`src/pkg/prog_ptr_pkg.sv`:
```
package prog_ptr_pkg;

   // Nibble addresses of the pointer inside the system register area
   localparam logic [6:0] PTR_NIB3_OFS = 7'h74;
   localparam logic [6:0] PTR_NIB2_OFS = 7'h75;
   localparam logic [6:0] PTR_NIB1_OFS = 7'h76;
   localparam logic [6:0] PTR_NIB0_OFS = 7'h77;

   localparam int NIB_W = 4;
   localparam int PTR_W = 16;
   localparam logic [15:0] PTR_RESET = 16'h0000;
   // Usable bits per variant; everything above reads and stays zero
   localparam logic [15:0] PTR_MASK_SMALL = 16'h00ff;
   localparam logic [15:0] PTR_MASK_LARGE = 16'h1fff;

   localparam int STACK_DEPTH_DEF = 8;
   localparam int SP_RESET_VAL = 7;

   typedef enum logic [2:0] {
      OP_NONE,
      OP_TABLE_READ,
      OP_INCREMENT,
      OP_PUSH,
      OP_POP,
      OP_BRANCH,
      OP_CALL
   } ptr_op_t;

   // Nibble access from the data memory path; bank is not part of it
   typedef struct packed {
      logic we;
      logic [6:0] addr;
      logic [3:0] wdata;
   } dm_req_t;

endpackage

```
`src/hw/stack_mem.sv`:
```
`timescale 1ns/1ps
module stack_mem #(
   parameter int WIDTH = 16,
   parameter int DEPTH = 8,
   parameter int AW = $clog2(DEPTH)
) (
   input wire logic clk_sys,              // System clock
   input wire logic wr_en,                // Write strobe
   input wire logic [AW-1:0] wr_addr,     // Write entry
   input wire logic [WIDTH-1:0] wr_data,  // Write word
   input wire logic [AW-1:0] rd_addr,     // Read entry
   output logic [WIDTH-1:0] rd_data_ff    // Registered read word
);
   logic [WIDTH-1:0] mem [DEPTH];

   always_ff @(posedge clk_sys) begin
      if (wr_en) begin
         mem[wr_addr] <= wr_data;
      end
      rd_data_ff <= mem[rd_addr];
   end
endmodule

```
`src/hw/prog_addr_pointer.sv`:
```
`timescale 1ns/1ps
// Behaviour
// RL1 - Pointer is 16 bits over nibbles 74H (high) to 77H (low).
// RL2 - Small variant keeps the upper 8 pointer bits at zero.
// RL3 - Large variant keeps the upper 3 pointer bits at zero.
// RL4 - Power-on, clock stop and chip-enable reset clear the pointer.
// RL5 - Table read, push, pop, indirect branch and call use the pointer.
// RL6 - Increment operation adds one to the pointer.
// RL7 - Software loads only pointer values inside program memory.
// RL8 - Table read fetches the 16-bit word at the pointer into the buffer.
// RL9 - Pointer nibbles answer at the same address in every bank.
// RL10 - Increment from the top value wraps the pointer to zero.
// RL11 - Push pre-decrements stack pointer; pop loads then post-increments.
// RL12 - Writes to fixed-zero bits are dropped; those bits read zero.
module prog_addr_pointer import prog_ptr_pkg::*; #(
   parameter bit LARGE_VARIANT = 1'b1,
   parameter int STACK_DEPTH = STACK_DEPTH_DEF,
   parameter int SP_W = $clog2(STACK_DEPTH)
) (
   input wire logic clk_sys,                 // System clock
   input wire logic rst_n,                   // Power-on reset, sync
   input wire logic clock_stop_ev,           // Clock stop instruction executed
   input wire logic ce_reset_ev,             // Chip-enable reset
   input wire dm_req_t dm_req,               // Data memory nibble access
   input wire ptr_op_t op_req,               // Pointer operation from sequencer
   input wire logic [15:0] rom_data,         // Program memory word
   output logic [3:0] rd_data_ff,            // Nibble read answer
   output logic [15:0] prog_addr_pointer_ff, // Pointer, also program address
   output logic rom_rd_ff,                   // Program memory read strobe
   output logic [15:0] transfer_buffer_ff,   // Constant word from table read
   output logic xfer_valid_ff,               // Buffer loaded pulse
   output logic jump_valid_ff,               // Indirect branch or call pulse
   output logic jump_is_call_ff,             // Jump is a subroutine call
   output logic busy_ff,                     // Multi-cycle operation running
   output logic [SP_W-1:0] stack_ptr_ff      // Address stack pointer
);
   localparam logic [15:0] PTR_MASK = LARGE_VARIANT ? PTR_MASK_LARGE : PTR_MASK_SMALL;

   typedef enum logic [1:0] {ST_IDLE, ST_TABLE, ST_POP} ptr_state_t;

   ptr_state_t state_ff, nxt_state;
   logic [15:0] nxt_ptr, nxt_buf, stack_rd;
   logic [3:0] nxt_rd;
   logic [SP_W-1:0] nxt_sp, push_addr;
   logic nxt_rom_rd, nxt_xfer, nxt_jump, nxt_call, nxt_busy, push_en;
   logic clr_evt;

   // Returns {hit, nibble index}; bank bits never reach this decode
   function automatic logic [2:0] nib_decode(input logic [6:0] addr);
      if (addr == PTR_NIB3_OFS) begin
         return 3'h7;
      end else if (addr == PTR_NIB2_OFS) begin
         return 3'h6;
      end else if (addr == PTR_NIB1_OFS) begin
         return 3'h5;
      end else if (addr == PTR_NIB0_OFS) begin
         return 3'h4;
      end else begin
         return 3'h0;
      end
   endfunction

   assign clr_evt = clock_stop_ev | ce_reset_ev;
   assign push_addr = stack_ptr_ff - SP_W'(1);
   assign push_en = (state_ff == ST_IDLE) && (op_req == OP_PUSH) && !clr_evt;

   stack_mem #(.WIDTH(PTR_W), .DEPTH(STACK_DEPTH)) u_stack (
      .clk_sys(clk_sys),
      .wr_en(push_en),                          // [RL11]
      .wr_addr(push_addr),
      .wr_data(prog_addr_pointer_ff),           // [RL5]
      .rd_addr(stack_ptr_ff),
      .rd_data_ff(stack_rd)
   );

   always_comb begin
      logic [2:0] dec;
      dec = nib_decode(dm_req.addr);
      nxt_state = state_ff;
      nxt_ptr = prog_addr_pointer_ff;
      nxt_sp = stack_ptr_ff;
      nxt_buf = transfer_buffer_ff;
      nxt_rom_rd = 1'b0;
      nxt_xfer = 1'b0;
      nxt_jump = 1'b0;
      nxt_call = 1'b0;
      // Read answer shows the masked pointer; other addresses read zero
      nxt_rd = 4'h0;
      if (dec[2]) begin
         nxt_rd = prog_addr_pointer_ff[4*dec[1:0] +: 4];              // [RL1] [RL9] [RL12]
      end
      case (state_ff)
         ST_IDLE: begin
            case (op_req)
               OP_TABLE_READ: begin
                  nxt_rom_rd = 1'b1;                                 // [RL5]
                  nxt_state = ST_TABLE;
               end
               OP_INCREMENT: begin
                  nxt_ptr = (prog_addr_pointer_ff + 16'h0001) & PTR_MASK; // [RL6] [RL10]
               end
               OP_PUSH: begin
                  nxt_sp = push_addr;                                // [RL11]
               end
               OP_POP: begin
                  nxt_state = ST_POP;
               end
               OP_BRANCH, OP_CALL: begin
                  nxt_jump = 1'b1;                                   // [RL5]
                  nxt_call = (op_req == OP_CALL);
               end
               default: begin
                  // Nibble writes are taken only when no operation runs
                  if (dm_req.we && dec[2]) begin
                     nxt_ptr[4*dec[1:0] +: 4] = dm_req.wdata;        // [RL1] [RL9]
                     nxt_ptr = nxt_ptr & PTR_MASK;                   // [RL2] [RL3] [RL12]
                  end
               end
            endcase
         end
         ST_TABLE: begin
            nxt_buf = rom_data;                                      // [RL8]
            nxt_xfer = 1'b1;
            nxt_state = ST_IDLE;
         end
         ST_POP: begin
            nxt_ptr = stack_rd & PTR_MASK;                           // [RL11]
            nxt_sp = stack_ptr_ff + SP_W'(1);                        // [RL11]
            nxt_state = ST_IDLE;
         end
         default: begin
            nxt_state = ST_IDLE;
         end
      endcase
      if (clr_evt) begin
         // Clear aborts the operation in flight; stack pointer and buffer keep their values
         nxt_ptr = PTR_RESET;                                        // [RL4]
         nxt_sp = stack_ptr_ff;
         nxt_buf = transfer_buffer_ff;
         nxt_xfer = 1'b0;
         nxt_state = ST_IDLE;
         nxt_rom_rd = 1'b0;
         nxt_jump = 1'b0;
         nxt_call = 1'b0;
      end
      nxt_busy = (nxt_state != ST_IDLE);
   end

   always_ff @(posedge clk_sys) begin
      if (!rst_n) begin
         state_ff <= ST_IDLE;
         prog_addr_pointer_ff <= PTR_RESET;                          // [RL4]
         stack_ptr_ff <= SP_W'(SP_RESET_VAL);
         transfer_buffer_ff <= 16'h0000;
         rd_data_ff <= 4'h0;
         rom_rd_ff <= 1'b0;
         xfer_valid_ff <= 1'b0;
         jump_valid_ff <= 1'b0;
         jump_is_call_ff <= 1'b0;
         busy_ff <= 1'b0;
      end else begin
         state_ff <= nxt_state;
         prog_addr_pointer_ff <= nxt_ptr;
         stack_ptr_ff <= nxt_sp;
         transfer_buffer_ff <= nxt_buf;
         rd_data_ff <= nxt_rd;
         rom_rd_ff <= nxt_rom_rd;
         xfer_valid_ff <= nxt_xfer;
         jump_valid_ff <= nxt_jump;
         jump_is_call_ff <= nxt_call;
         busy_ff <= nxt_busy;
      end
   end

   logic idle_go;
   assign idle_go = (state_ff == ST_IDLE) && !clr_evt;
endmodule

```
`config.mk`:
```
export PLATFORM = sky130hd
export DESIGN_NAME = prog_addr_pointer
export DESIGN_NICKNAME = d
export VERILOG_FILES = /design/src/pkg/prog_ptr_pkg.sv /design/src/hw/stack_mem.sv /design/src/hw/prog_addr_pointer.sv
export SDC_FILE = /design/constraint.sdc
export NUM_CORES = 1
export LEC_CHECK = 0
export ABC_AREA = 1
export BUFFER_PORTS_ARGS = -buffer_cell sky130_fd_sc_hd__buf_2
export CAP_MARGIN = 20
export CORE_ASPECT_RATIO = 1.5
export CORE_MARGIN = 4
export CORE_UTILIZATION = 40
export CTS_BUF_LIST = sky130_fd_sc_hd__clkbuf_8
export DETAILED_ROUTE_END_ITERATION = 8
export PLACE_DENSITY = 0.69
export SYNTH_ARGS = -nofsm -noshare
export SYNTH_HDL_FRONTEND = slang
export SYNTH_SLANG_ARGS = --single-unit
```
`constraint.sdc`:
```
create_clock -name clk_sys -period 2.6 [get_ports clk_sys]
set_clock_uncertainty 0.1 [all_clocks]
set_input_delay 0.13 -clock clk_sys [delete_from_list [all_inputs] [get_ports clk_sys]]
set_output_delay 0.13 -clock clk_sys [all_outputs]
set_load 0.01 [all_outputs]
```
# Yosys cells after proc, flatten, opt, wreduce, memory -nomap -nowiden
# Memory sizes are Yosys's and may differ from the RTL's. A register that Yosys moved wholly into a read port is not among the register bits.
# Index checks and enable logic that the tools add are counted.
dict set report totals {
  reg_bits 46
  latch_bits 0
  ram_bits 128
  romBits 0
  inputBits 35
  word_cells 72
  mem_count 1
}
# name depth width read_ports rd_ports_with_merged_regs wr line_no
set mem_list {}
lappend mem_list {u_stack.mem 8 16 1 1 1 stack_mem.sv:14} ;# logic [WIDTH-1:0] mem [DEPTH];
dict set report op_classes {
  n_addsub 4
  n_mul 0
  div 0
  order_cmp 0
  eq_ne 15
  n_shift 3
  mux 18
  bitwise_logic 5
  reduce_logical 16
}
# cell n
set ops {}
lappend ops {{one-hot mux 16 bit (2 select lines)} 2}
lappend ops {{negator 4 -> 34 bit} 1}
lappend ops {{variable shift 4 x 34 -> 16 bit (first input constant)} 1}
lappend ops {{indexed part select 4 x 34 -> 16 bit} 1}
lappend ops {{equality test 7 bit (second input constant)} 4}
lappend ops {{bitwise mux 16 bit} 1}
lappend ops {{2-to-1 mux 16 bit} 1}
lappend ops {{indexed part select 16 x 5 -> 4 bit} 1}
lappend ops {{2-to-1 mux 3 bit} 5}
lappend ops {{adder 13 x 1 -> 13 bit (second input constant)} 1}
lappend ops {{equality test 3 bit (second input constant)} 3}
lappend ops {{equality test 3 x 2 -> 1 bit (second input constant)} 2}
lappend ops {{one-hot mux 3 bit (2 select lines)} 1}
lappend ops {{AND reduction 3 bit} 2}
lappend ops {{2-to-1 mux 1 bit} 5}
lappend ops {{OR reduction 5 bit} 1}
lappend ops {{2-to-1 mux 2 bit} 2}
lappend ops {{inverter 1 bit} 4}
lappend ops {{one-hot mux 2 bit (2 select lines)} 1}
lappend ops {{AND reduction 2 bit} 2}
lappend ops {{nonzero test 2 bit} 2}
lappend ops {{OR reduction 2 bit} 2}
lappend ops {{OR reduction 4 bit} 1}
lappend ops {{adder 3 x 1 -> 3 bit (second input constant)} 1}
lappend ops {{12 further kinds} 14}

# Depth between registers and ports, before layout
dict set report depth {
  ltp_word 11
  depth_mapped 15
  ltp_nobuf 15
}

# Cells and area by module
# From an unflattened synthesis, not the netlist that was laid out.
dict set report unflattened {
  hier_cells 979
  hier_area_um2 8488.1
}
# mod n_inst cells_each area_per_inst_um2 seq_area_each_um2
set by_module_without_submodules {}
lappend by_module_without_submodules {stack_mem 1 587 5989.5 4164.0}
lappend by_module_without_submodules {prog_addr_pointer 1 392 2498.6 860.8}

# Least setup slack after synthesis
# No wires, ideal clock.
dict set report synth_timing {
  kind {reg-to-reg}
  start {reg stack_ptr_ff[1]}
  end {mem u_stack.mem[4][0], enable pin}
  t_arrival_ns 2.300
  t_required_ns 2.100
  setup_slack_ns -0.200
  stages_incl_launch_ff 8
  period_less_slack_ns 2.800
  path_cell_list {dfxtp_1 > buf_2 > inv_1 > buf_1 > ha_1 > or2_2 > nand2_1 > nor3_1}
}
dict set report synth_between {
  elab_chain_len 1
}
# item line_no
set synth_rtl {}
lappend synth_rtl {{start: declaration} prog_addr_pointer.sv:35} ;# output logic [SP_W-1:0] stack_ptr_ff
lappend synth_rtl {{start signal: assignment} prog_addr_pointer.sv:153} ;# stack_ptr_ff <= SP_W'(SP_RESET_VAL);
lappend synth_rtl {{start signal: assignment} prog_addr_pointer.sv:164} ;# stack_ptr_ff <= nxt_sp;
lappend synth_rtl {{subtractor 3 x 1 -> 3 bit} prog_addr_pointer.sv:64} ;# assign push_addr = stack_ptr_ff - SP_W'(1);
lappend synth_rtl {{end: declaration} stack_mem.sv:14}
# No other way between the ends.

# Worst setup path in the final report
dict set report layout_timing {
  start {reg state_ff[0]}
  end {reg transfer_buffer_ff[6]}
}
dict set report layout_between {
  elab_chain_len 2
}
# item line_no
set layout_rtl {}
lappend layout_rtl {{start: declaration} prog_addr_pointer.sv:41} ;# ptr_state_t state_ff, nxt_state;
lappend layout_rtl {{start signal: assignment} prog_addr_pointer.sv:162} ;# state_ff <= nxt_state;
lappend layout_rtl {{equality test 2 x 1 -> 1 bit} prog_addr_pointer.sv:92} ;# case (state_ff)
lappend layout_rtl {{AND reduction 2 bit (no line)} --}
lappend layout_rtl {{end signal: assignment} prog_addr_pointer.sv:165} ;# transfer_buffer_ff <= nxt_buf;
lappend layout_rtl {{end: declaration} prog_addr_pointer.sv:30} ;# output logic [15:0] transfer_buffer_ff,
# No other way between the ends.
# A chain may end at the register's enable or synchronous reset.

==> summary.md <==
### Floorplanning
- # IOs: 79
- area inside the core boundary: 16760 µm²
- effective utilization at floorplan: 40.59%
- die area: 19200 µm²
- Die H: 167.7 µm
- die width: 114.5 µm
- Rows: 58

### STA
- Final Cycle Share: 91.83%
- RSZ-0062 raised after global routing: false
- final critical-path required period: 2.387 ns
- Final setup viols: 0
- accumulated negative setup slack: 0 ns
- maximum clock frequency: 0.4189 GHz
- fin worst setup slack: 0.2125 ns
- final hold viol count: 0
- Slew Limit Fails: 0
- Slew Limit Headroom: 57.38%
- slew of the pin with the lowest slew margin: 0.6372 ns

### Worst setup path
- CP top delay family: buffers and inverters
- number of buffers and inverters on the critical path: 3
- library cell appearing most often on the critical path: sky130_fd_sc_hd__nor2_1
- master of the slowest instance on the critical path: sky130_fd_sc_hd__dlygate4sd3_1
- Worst Setup Start Kind: flop
- CP max stage delay: 0.58 ns
- required arrival time at the worst endpoint: 2.83 ns
- maximum fanout along the worst path: 17
- Setup Crit Path Kind: reg -> reg
- data arrival time of the critical path: 2.62 ns
- sort of element at the end of the critical path: flop
- critical path, cell by cell: inv_1 > nor3_4 > inv_2 > nor2_1 > nor2_1 > dlygate4sd3_1

### Logic synthesis
- synthesized area per cell: 9.385 µm²
- synthesized cell area: 6804 µm²
- area share of the leading cell type in the synthesized netlist: 45.90%
- post-synthesis sequential area ratio: 62.38%
- #FFs+latches synth: 160
- number of flops mapped to enable cells by yosys: 104
- Yosys cell types: 33
- largest cells by area after synthesis: sky130_fd_sc_hd__edfxtp_1, sky130_fd_sc_hd__dfxtp_1, sky130_fd_sc_hd__nor2_1, sky130_fd_sc_hd__o21ai_0, sky130_fd_sc_hd__nand2_1
- cell type with the highest aggregate area in the netlist: sky130_fd_sc_hd__edfxtp_1
- Yosys warning total: 0
- Primary FF master, synth: sky130_fd_sc_hd__edfxtp_1
- Async SR Flop Fraction: 0%
- synthesized instance count: 725

### Clock network
- number of setup buffers added after CTS: 0
- PostCTS Resize Cnt: 0
- clock tree root driver cell: sky130_fd_sc_hd__clkbuf_8
- clock latency reported for the late side of the worst-skew pair: 0.44 ns
- H-tree level count: 4
- number of buffers between clock root and the deepest sink: 2
- clk slew on worst S/H paths: 0.09 ns
- number of sinks on the clock net: 160
- clock buffers created by TritonCTS: 17
- TritonCTS clock tree: built

### GRT
- total gr overflow: 0
- first-pass GRT wire length: 28.16 mm
- total global routing track utilization: 18.41%
- pin count of the biggest net entering global routing: 58
- antenna violations before repair: 0
- vias in the first global route: 5573

### Layout
- final net count: 895
- antenna diode count: 0
- final non-filler cell area: 8298 µm²
- Layout Area Growth over Synthesis: 21.96%
- share of post-route cells with drive strength above 1: 17.88%
- post-route non-filler standard cell count: 1077

### Power and ir drop
- Max IR drop VDD: 399.8 µV
- total design power: 4778 µW
- static leakage: 0.003243 µW
- Pwr Density: 575.7 nW/µm²

### Detailed routing
- average wire length per cell after detail routing: 16.02 µm
- Detailed Route WL: 17.25 mm
- number of violations reported at the end of detailed-routing iteration 0: 384
- first-pass iteration count of the detailed router: 5
- DRC violations left: 0
- vias after detailed routing: 5628
- Vias/cell: 5.226
- Routed Antenna Nets: 0

### Placement
- Placed Cells: 1007
- post-placement worst setup slack: 0.5294 ns
- final weighted congestion in routability-driven placement: 0.9258
- count of port buffers added during placement: 75
- total cell area at the placement stage: 7508 µm²
- half-perimeter wire length after detailed placement: 11.31 mm

### Run status
- status: complete, no violations

### Flow run
- number of violations of the max-capacitance limit: 0

### Worst hold path
- Min-Delay Path Class: in -> reg

[layer usage]
layer	global-route usage, %	vias to the layer above	wire, µm
met3	3.796	47	937
met4	8.010	0	578
met5	0	-	0
met2	31.25	221	8866
met1	22.34	2642	6871
li1	-	2718	-
[cell usage after synthesis, types with 5 or more instances]
master and count:
sky130_fd_sc_hd__nor2_1 205, sky130_fd_sc_hd__edfxtp_1 104, sky130_fd_sc_hd__o21ai_0 84, sky130_fd_sc_hd__nand2_1 79, sky130_fd_sc_hd__dfxtp_1 56, sky130_fd_sc_hd__inv_1 38, sky130_fd_sc_hd__nand3_1 33, sky130_fd_sc_hd__a21oi_1 26
sky130_fd_sc_hd__a31oi_1 14, sky130_fd_sc_hd__clkbuf_1 13, sky130_fd_sc_hd__o22ai_1 13, sky130_fd_sc_hd__buf_2 9, sky130_fd_sc_hd__or2_2 7, sky130_fd_sc_hd__ha_1 6, sky130_fd_sc_hd__buf_4 5, sky130_fd_sc_hd__o211ai_1 5
[logic make-up after synthesis]
logic type	after synthesis	synth area share (%)
other	1	0.05511
AOI/OAI and AO/OA	147	11.62
adders and majority gates	6	1.103
and+or+nand+nor	338	20.19
buffers and inverters	72	4.524
xor gates and xnor gates	1	0.1287
DFF	160	62.38
[power by group]
| group | internal [µW] | total (µW) | switching (µW) | leakage, µW |
|---|---|---|---|---|
| registers | 2690 | 2700 | 7.19 | 0.00136 |
| logic | 84.7 | 215 | 131 | 0.00169 |
| clock network | 884 | 1870 | 983 | 0.000193 |
[final cells by class]
cell class	count	area, µm²
Clock inverter	15	175.2
Sequential cell	160	4245
Timing Repair Buffer	138	943.4
Inverter	42	157.7
Multi-Input combinational cell	495	2280
Tap cell	210	262.8
Fill cell	1482	8466
Clock buffer	17	234.0
[placed cells by master, fill, tap and decap left out, types with 2 or more instances in the layout]
cell type	instances
sky130_fd_sc_hd__inv_8	4
sky130_fd_sc_hd__nand4_1	3
sky130_fd_sc_hd__o211ai_1	5
sky130_fd_sc_hd__or2_2	7
sky130_fd_sc_hd__nor4_1	2
sky130_fd_sc_hd__nor2_1	201
sky130_fd_sc_hd__nand3_1	33
sky130_fd_sc_hd__edfxtp_1	104
sky130_fd_sc_hd__dlygate4sd3_1	38
sky130_fd_sc_hd__bufinv_16	2
sky130_fd_sc_hd__ha_1	6
sky130_fd_sc_hd__a21oi_1	26
sky130_fd_sc_hd__o22ai_1	13
sky130_fd_sc_hd__a31oi_1	14
sky130_fd_sc_hd__nand2_1	79
sky130_fd_sc_hd__o21ai_1	2
sky130_fd_sc_hd__clkinv_1	2
sky130_fd_sc_hd__clkinv_4	2
sky130_fd_sc_hd__inv_2	2
sky130_fd_sc_hd__clkbuf_8	17
sky130_fd_sc_hd__buf_2	75
sky130_fd_sc_hd__conb_1	3
sky130_fd_sc_hd__dfxtp_1	55
sky130_fd_sc_hd__inv_6	2
sky130_fd_sc_hd__nor2_2	4
sky130_fd_sc_hd__o21ai_0	84
sky130_fd_sc_hd__nand2_2	4
sky130_fd_sc_hd__clkinvlp_4	4
sky130_fd_sc_hd__buf_4	25
sky130_fd_sc_hd__inv_1	38
sky130_fd_sc_hd__nor3_2	2
[worst paths after layout]
path / startpoint / endpoint / slack, ns / cells past startpoint
worst min register to register: u_stack.mem[3][4]$_DFFE_PP_ / u_stack.rd_data_ff[4]$_DFF_P_ / 0.46 / 2
worst max-delay path: state_ff[0]$_SDFF_PN0_ / transfer_buffer_ff[6]$_SDFFE_PN0P_ / 0.21 / 6
worst max register to register: state_ff[0]$_SDFF_PN0_ / transfer_buffer_ff[6]$_SDFFE_PN0P_ / 0.21 / 6
worst min-delay path: dm_req[7] / rd_data_ff[2]$_SDFF_PN0_ / 0.03 / 6
[state kept, by name, summed over array words and instances, names as in the netlist]
signal and cells:
jump_valid_ff 1, stack_ptr_ff 3, busy_ff 1, jump_is_call_ff 1, transfer_buffer_ff 16, u_stack.mem 104, xfer_valid_ff 1, prog_addr_pointer_ff 13
rd_data_ff 4, state_ff 2, u_stack.rd_data_ff 13, rom_rd_ff 1
[tightest hold or removal path: cells and delay by family]
kind / cells / cell delay, ns
buffers and inverters: 1 / 0.09
AOI/OAI and AO/OA: 1 / 0.06
and+or+nand+nor: 4 / 0.24
[repair_timing]
item | 4_1_cts | 5_1_grt
hold endpoints to repair | 23 | 0
hold buffers | 38 | 0
endpoints found under the setup margin | 0 | 0
[per-stage QoR]
stage,hold slack [ns],utilization (%)
4_1_cts,0.005254,49.50
6_report,0.02511,49.50
2_1_floorplan,0.1079,-
5_1_grt,0.03594,49.50
3_3_place_gp,0.2495,44.79
3_5_place_dp,0.2491,44.79
Note: power is estimated with default switching activity, not from simulation.
